File: src/verilog/pulse_tagger_defs.svh
// constants for the gps pulse time tagger
// assumes inclusion by bare name from the package and the design modules
`ifndef PULSE_TAGGER_DEFS_SVH
`define PULSE_TAGGER_DEFS_SVH
`define CLK_PERIOD_NS      100
`define TICK_NS            100
`define TICK_CYCLES        ((`TICK_NS + `CLK_PERIOD_NS - 1) / `CLK_PERIOD_NS)
`define PULSE_CNT_W        16
`define OFFSET_W           32
`define SAMPLE_W           16
`define NUM_CHANNELS       6
`define CHAN_IDX_W         3
`define PULSE_CNT_RST      16'h0000
`define OFFSET_RST         32'h0000_0000
`endif

File: src/verilog/pulse_tagger_pkg.sv
// types shared by the time tagger modules
// assumes the defs header is on the include path
`include "pulse_tagger_defs.svh"
package pulse_tagger_pkg;
  typedef logic [`SAMPLE_W-1:0]    sample_t;
  typedef logic [`OFFSET_W-1:0]    offset_t;
  typedef logic [`PULSE_CNT_W-1:0] pulse_cnt_t;
  typedef logic [`CHAN_IDX_W-1:0]  chan_t;
  typedef enum logic [1:0] {ST_IDLE, ST_CONVERT, ST_EMIT} seq_state_t;
endpackage

File: src/verilog/edge_time_if.sv
// carries synchronized pulse time state from the edge unit to the tagger
// assumes a single clock domain
`timescale 1ns/100ps
`default_nettype none
interface edge_time_if;
  import pulse_tagger_pkg::*;
  pulse_cnt_t pulse_count;
  offset_t    offset;
  modport src (output pulse_count, output offset);
  modport dst (input pulse_count, input offset);
endinterface
`default_nettype wire

File: src/verilog/pulse_edge_timer.sv
// synchroniser, edge detector, pulse counter and offset timer
// assumes the clock is the 10 MHz timebase
`include "pulse_tagger_defs.svh"
`timescale 1ns/100ps
`default_nettype none
module pulse_edge_timer
  import pulse_tagger_pkg::*;
(
  input  wire logic clk_in,
  input  wire logic rst_n_in,
  input  wire logic ce_in,
  input  wire logic pulse_in,
  edge_time_if.src  et
);
  logic       sync1_q;
  logic       sync2_q;
  logic       prev_q;
  logic       armed_q;
  pulse_cnt_t count_q;
  offset_t    offset_q;
  wire        rise_w;
  // armed after a low level, so a line stuck high never counts
  assign rise_w = sync2_q & ~prev_q & armed_q;
  always_ff @(posedge clk_in or negedge rst_n_in)
  begin
    if (!rst_n_in)
    begin
      sync1_q  <= 1'b1;
      sync2_q  <= 1'b1;
      prev_q   <= 1'b1;
      armed_q  <= 1'b0;
      count_q  <= `PULSE_CNT_RST;
      offset_q <= `OFFSET_RST;
    end
    else if (ce_in)
    begin
      sync1_q <= pulse_in;
      sync2_q <= sync1_q;
      prev_q  <= sync2_q;
      if (!sync2_q)
        armed_q <= 1'b1;
      if (rise_w)
        count_q <= count_q + 1'b1;
      // one count per 100 ns clock period
      if (rise_w)
        offset_q <= `OFFSET_RST;
      else if (offset_q != {`OFFSET_W{1'b1}})
        offset_q <= offset_q + 1'b1;
    end
  end
  assign et.pulse_count = count_q;
  assign et.offset      = offset_q;
endmodule
`default_nettype wire

File: src/verilog/gps_pulse_time_tagger.sv
// top: sequences the shared converter and emits tagged measurement sets
// assumes a converter that returns one sample per request on the same clock
`include "pulse_tagger_defs.svh"
`timescale 1ns/100ps
`default_nettype none
module gps_pulse_time_tagger
  import pulse_tagger_pkg::*;
#(
  parameter int NUM_CH = `NUM_CHANNELS
)
(
  input  wire logic                  CORE_CLK_IN,
  input  wire logic                  RST_N_IN,
  input  wire logic                  CE_IN,
  input  wire logic                  GPS_TIMING_PULSE_IN,
  input  wire logic                  SAMPLE_START_IN,
  input  wire logic                  ADC_VALID_IN,
  input  wire logic [`SAMPLE_W-1:0]  ADC_DATA_IN,
  output logic                       ADC_REQ_OUT,
  output logic [`CHAN_IDX_W-1:0]     ADC_CHAN_OUT,
  output logic                       SET_VALID_OUT,
  output logic [`SAMPLE_W*NUM_CH-1:0] SET_DATA_OUT,
  output logic [`OFFSET_W-1:0]       OFFSET_OUT,
  output logic [`PULSE_CNT_W-1:0]    PULSE_COUNT_OUT
);
  edge_time_if et ();
  seq_state_t state_q;
  seq_state_t state_d;
  chan_t      chan_q;
  offset_t    tag_offset_q;
  pulse_cnt_t tag_count_q;
  sample_t    samples_q [NUM_CH];
  wire        last_ch_w;
  wire        start_w;
  pulse_edge_timer u_edge (
    .clk_in   (CORE_CLK_IN),
    .rst_n_in (RST_N_IN),
    .ce_in    (CE_IN),
    .pulse_in (GPS_TIMING_PULSE_IN),
    .et       (et)
  );
  assign last_ch_w = (chan_q == chan_t'(NUM_CH - 1));
  assign start_w   = (state_q == ST_IDLE) && SAMPLE_START_IN;
  always_comb
  begin
    state_d = state_q;
    case (state_q)
      ST_IDLE:    if (SAMPLE_START_IN) state_d = ST_CONVERT;
      ST_CONVERT: if (ADC_VALID_IN && last_ch_w) state_d = ST_EMIT;
      ST_EMIT:    state_d = ST_IDLE;
      default:    state_d = ST_IDLE;
    endcase
  end
  always_ff @(posedge CORE_CLK_IN or negedge RST_N_IN)
  begin
    if (!RST_N_IN)
    begin
      state_q      <= ST_IDLE;
      chan_q       <= '0;
      tag_offset_q <= `OFFSET_RST;
      tag_count_q  <= `PULSE_CNT_RST;
    end
    else if (CE_IN)
    begin
      state_q <= state_d;
      // latch at sampling start so the tag ignores transmit delay
      if (start_w)
      begin
        tag_offset_q <= et.offset;
        tag_count_q  <= et.pulse_count;
        chan_q       <= '0;
      end
      else if (state_q == ST_CONVERT && ADC_VALID_IN && !last_ch_w)
        chan_q <= chan_q + 1'b1;
    end
  end
  genvar g;
  generate
    for (g = 0; g < NUM_CH; g++)
    begin : g_smp
      always_ff @(posedge CORE_CLK_IN or negedge RST_N_IN)
      begin
        if (!RST_N_IN)
          samples_q[g] <= '0;
        else if (CE_IN && state_q == ST_CONVERT && ADC_VALID_IN
                 && chan_q == chan_t'(g))
          samples_q[g] <= ADC_DATA_IN;
      end
    end
  endgenerate
  always_ff @(posedge CORE_CLK_IN or negedge RST_N_IN)
  begin
    if (!RST_N_IN)
    begin
      ADC_REQ_OUT     <= 1'b0;
      ADC_CHAN_OUT    <= '0;
      SET_VALID_OUT   <= 1'b0;
      SET_DATA_OUT    <= '0;
      OFFSET_OUT      <= `OFFSET_RST;
      PULSE_COUNT_OUT <= `PULSE_CNT_RST;
    end
    else if (CE_IN)
    begin
      ADC_REQ_OUT   <= (state_d == ST_CONVERT);
      ADC_CHAN_OUT  <= (state_d == ST_CONVERT && !start_w && ADC_VALID_IN)
                       ? chan_q + 1'b1 : (start_w ? '0 : chan_q);
      SET_VALID_OUT <= (state_q == ST_EMIT);
      if (state_q == ST_EMIT)
      begin
        for (int i = 0; i < NUM_CH; i++)
          SET_DATA_OUT[i*`SAMPLE_W +: `SAMPLE_W] <= samples_q[i];
        OFFSET_OUT      <= tag_offset_q;
        PULSE_COUNT_OUT <= tag_count_q;
      end
    end
  end
endmodule
`default_nettype wire

File: config.mk
export PLATFORM = sky130hd
export DESIGN_NAME = gps_pulse_time_tagger
export DESIGN_NICKNAME = d
export VERILOG_FILES = /design/src/verilog/pulse_tagger_pkg.sv /design/src/verilog/edge_time_if.sv /design/src/verilog/pulse_edge_timer.sv /design/src/verilog/gps_pulse_time_tagger.sv
export VERILOG_INCLUDE_DIRS = /design/src /design/src/verilog
export SDC_FILE = /design/constraint.sdc
export NUM_CORES = 1
export LEC_CHECK = 0
export ABC_AREA = 1
export BUFFER_PORTS_ARGS = -buffer_cell sky130_fd_sc_hd__buf_2
export CAP_MARGIN = 25
export CORE_UTILIZATION = 49
export CTS_BUF_LIST = sky130_fd_sc_hd__clkbuf_4 sky130_fd_sc_hd__clkbuf_8 sky130_fd_sc_hd__clkbuf_16
export CTS_CLUSTER_DIAMETER = 30
export DETAILED_ROUTE_END_ITERATION = 10
export GPL_TIMING_DRIVEN = 0
export PLACE_DENSITY_LB_ADDON = 0.2
export SLEW_MARGIN = 40
export SYNTH_ARGS = -nofsm -noshare
export SYNTH_HDL_FRONTEND = slang
export SYNTH_SLANG_ARGS = --single-unit
File: constraint.sdc
create_clock -name CORE_CLK_IN -period 3.4 [get_ports CORE_CLK_IN]
set_clock_uncertainty 0.1 [all_clocks]
set_input_delay 0.34 -clock CORE_CLK_IN [delete_from_list [all_inputs] [get_ports CORE_CLK_IN]]
set_output_delay 0.34 -clock CORE_CLK_IN [all_outputs]
set_load 0.05 [all_outputs]
==> parameters.txt <==
Parameter                              Value

Floorplan
  DIE AREA ... 29740 um2
  Die X ... approximately 170 um
  Chip Height ... approximately 170 um
  Number of core rows ... just over 60
  Core region area ... about 29000 um2
  Number of primary I/O pins ... roughly 170
  Initial cell density of the core ... between 40% and 50%

Global route
  Number of antenna violations at the first check in global routing ... 1
  Global-route usage over all layers ... between 20 and 25%
  Met3 Track Usage GR ... approximately 5.5%
  Maximum number of pins on one net before global-route repair ... just under 80
  Congestion Overflow GR ... 0
  Most Used Layer, Global Route ... met2
  Vias in the first global route ... 10416
  Fraction of met2 tracks used by global routing ... around two fifths
  Met1 global-route usage ... about a third
  First-pass GRT wire length ... 56150 um

Drt
  Number of design-rule violations left by the first detailed-router iteration ... 710
  Via count ... 10534
  Overall routed net length ... around 36000 um
  DRC violations left ... 0
  Per-cell via count in the routed design ... ~5.2
  Post-detailed-route wirelength per cell ... 17.51 um
  Number of routed nets with antenna violations ... 0
  First-pass iteration count of the detailed router ... 5

Pwr
  PwrDens ... 842.2 nW/um2
  Lkg Pwr ... just over 9 nW
  VDD IR max ... 0.5368 mV

Job
  Maximum Capacitance Violations ... 0

Worst setup path
  Kind of launch point of the worst setup path ... flop
  Cells traversed along the worst timing path ... ha_1 > nand2_2 > nor2_4 > nand2_2 > nor2_4 > nand3_2 > nand2_2 > inv_1 > buf_6 > nand3_1 > nand2_1
  Data arrival, critical path ... roughly 2.7 ns
  Kind of end point of the critical path ... flop
  Cell repeated most along the worst path ... sky130_fd_sc_hd__nand2_2
  Cell family with most CP delay ... simple AND/OR/NAND/NOR gates
  CP Data Required Time ... 3.74 ns
  Largest fanout on the critical path ... 10
  Classification of the worst setup path ... flop to flop
  Slowest stage cell, crit path ... sky130_fd_sc_hd__dfrtp_1
  CP bufs+invs ... 2
  Max stage delay on crit path ... between 0.5 and 0.6 ns

Clock tree
  TritonCTS clock tree ... done
  Clock transition at the registers of the reported paths ... ~0.04 ns
  Master cell of the clock root buffer ... sky130_fd_sc_hd__clkbuf_16
  Clock latency on the worst-skew pair ... approximately 0.56 ns
  Total of cells resized after clock tree synthesis ... 0
  Deepest clock path buffer count ... 3
  Sinks on the clock net ... 350
  Num CTS Buffers ... ~70
  Number of H-tree levels ... 3

Synthesis
  Mean area per synthesized cell ... 10.62 um2
  Cell count after synthesis ... roughly 1300
  Register area share after synthesis ... between 60% and 70%
  Synth async-reset ratio ... between 90% and 100%
  Cell area after synthesis ... ~14000 um2
  Leading cell types by total area after synthesis ... sky130_fd_sc_hd__dfrtp_1 (61%), sky130_fd_sc_hd__mux2_2 (11%), sky130_fd_sc_hd__nand2_1 (8.5%)
  Area fraction of the dominant cell type after synthesis ... between 60% and 70%
  Synth Register Bits ... between 300 and 400
  Synth cell types ... 32
  Number of warning messages in the yosys log ... 0
  Predominant post-synthesis flop cell ... sky130_fd_sc_hd__dfrtp_1
  Number of synthesized flops with an enable pin ... 0
  Synthesized netlist net count ... between 1000 and 1500
  Yosys top cell by area ... sky130_fd_sc_hd__dfrtp_1

Timing
  Final Cycle Share ... ~70%
  Unrepaired setup endpoints after global routing ... no
  Fin. Hold Viols ... 0
  Total negative setup slack ... 0 ns
  Slack of the critical path ... about 1.0 ns
  Tightest slew margin relative to the limit ... between 50% and 60%
  Highest clock frequency the design can meet ... roughly 0.42 GHz
  Total setup violations reported at the end of the flow ... 0
  Time the final worst path needs with I/O delays and setup ... ~2.4 ns
  Worst hold slack ... 0.06842 ns
  Transition time at the pin with the least slew margin ... between 0.6 and 0.7 ns
  Pins Over Slew Limit ... 0

Cells and area
  Final cell utilization of the core ... a little under two thirds
  Synth-to-layout area growth ... 28.39%
  Layout cell share with drive strength beyond 1 ... 30.78%
  Post-route standard cell area excluding fillers ... between 15000 and 20000 um2
  Commonest cells after routing, fill and taps aside ... sky130_fd_sc_hd__dfrtp_1 (347), sky130_fd_sc_hd__nand2_1 (321), sky130_fd_sc_hd__buf_2 (185)
  Most common library cell in the layout ignoring fill and taps ... sky130_fd_sc_hd__dfrtp_1
  Number of nets in the finished design ... about 1600

Placed design
  Routability congestion estimate from global placement ... 0.8888
  Estimated wirelength of the detail-placed design ... roughly 24000 um
  Placed cell area ... between 15000 and 20000 um2
  IO buf count ... about 170
  Place WS ... about 1 ns

Worst hold path
  Min-Delay Path Class ... input port to flop

Run status
  Status ... completed
-- cell families after synthesis --
family | Yosys count | share of synthesized area (%)
multiplexers | 139 | 10.99
flip-flops | 350 | 61.55
AO/OA/AOI/OAI | 204 | 7.937
adder cells (fa/ha/maj) | 7 | 0.6152
buffers and inverters | 147 | 4.404
AND/OR/NAND/NOR | 477 | 13.52
XOR/XNOR | 16 | 0.9844
-- stage by stage --
step	instances	power [mW]
finish	2032	15.39
global route	2031	16.05
CTS	2031	15.51
detailed placement	1897	8.135
global placement	1893	8.023
floorplan	1340	7.322
-- power by group --
part           internal (mW)  switching [mW]
sequential              5.08           0.565
clock                   4.99            2.30
combinational          0.721            1.74
total                   10.8            4.60
-- worst reg2reg max path, stage by stage (launching register included) --
cell	delay (ns)
sky130_fd_sc_hd__dfrtp_1	0.52
sky130_fd_sc_hd__ha_1	0.37
sky130_fd_sc_hd__nand2_2	0.12
sky130_fd_sc_hd__nor2_4	0.20
sky130_fd_sc_hd__nand2_2	0.13
sky130_fd_sc_hd__nor2_4	0.19
sky130_fd_sc_hd__nand3_2	0.11
sky130_fd_sc_hd__nand2_2	0.11
sky130_fd_sc_hd__inv_1	0.13
sky130_fd_sc_hd__buf_6	0.19
sky130_fd_sc_hd__nand3_1	0.07
sky130_fd_sc_hd__nand2_1	0.05
-- per-layer routing --
layer,part of all wire [%],vias up
met2,49,290
met5,0,-
met1,43,5231
met4,2.7,0
met3,5.4,80
li1,-,4933
-- flip-flops by register name, summed over array words and instances (netlist names) --
name                   count
ADC_CHAN_OUT               3
ADC_REQ_OUT                1
OFFSET_OUT                32
PULSE_COUNT_OUT           16
SET_DATA_OUT              96
SET_VALID_OUT              1
chan_q                     3
samples_q                 96
state_q                    2
tag_count_q               16
tag_offset_q              32
u_edge.armed_q             1
u_edge.et.offset          32
u_edge.et.pulse_count     16
u_edge.prev_q              1
u_edge.sync1_q             1
u_edge.sync2_q             1
-- repair_timing --
item,in CTS,in global routing
setup buffers,0,0
hold buffers,2,0
hold endpoints to repair,64,0
-- worst paths after layout --
kind | startpoint | end | slack, ns | cells past startpoint
worst max-delay path | u_edge.et.offset[0]$_DFFE_PN0P_ | u_edge.et.offset[30]$_DFFE_PN0P_ | 1.00 | 11
worst min-delay path | ADC_VALID_IN | ADC_REQ_OUT$_DFFE_PN0P_ | 0.07 | 4
worst min register to register | u_edge.prev_q$_DFFE_PN1P_ | u_edge.prev_q$_DFFE_PN1P_ | 0.37 | 2
worst max register to register | u_edge.et.offset[0]$_DFFE_PN0P_ | u_edge.et.offset[30]$_DFFE_PN0P_ | 1.00 | 11
max in group asynchronous | RST_N_IN | OFFSET_OUT[18]$_DFFE_PN0P_ | 1.50 | 5
min in group asynchronous | RST_N_IN | samples_q[37]$_DFFE_PN0P_ | 0.23 | 2
-- layout make-up --
class	count	area, um2
fill	2289	10350
sequential	350	8762
multi-input combinational	843	4846
clock buffer	91	2018
timing repair buffer	175	985.9
clock inverter	41	554.3
tap	384	480.5
inverter	91	341.6
buffer	56	285.3
antenna	1	2.502
-- Yosys cell counts, drive strengths merged, types with 3 or more instances --
cell type,number
nor2,85
clkbuf,32
buf,24
nand4,8
dfrtp,347
xor2,16
nor3,4
nand2,324
o21ai,200
inv,91
dfstp,3
mux2,138
ha,7
nand3,53
(Power assumes the default switching activity.)
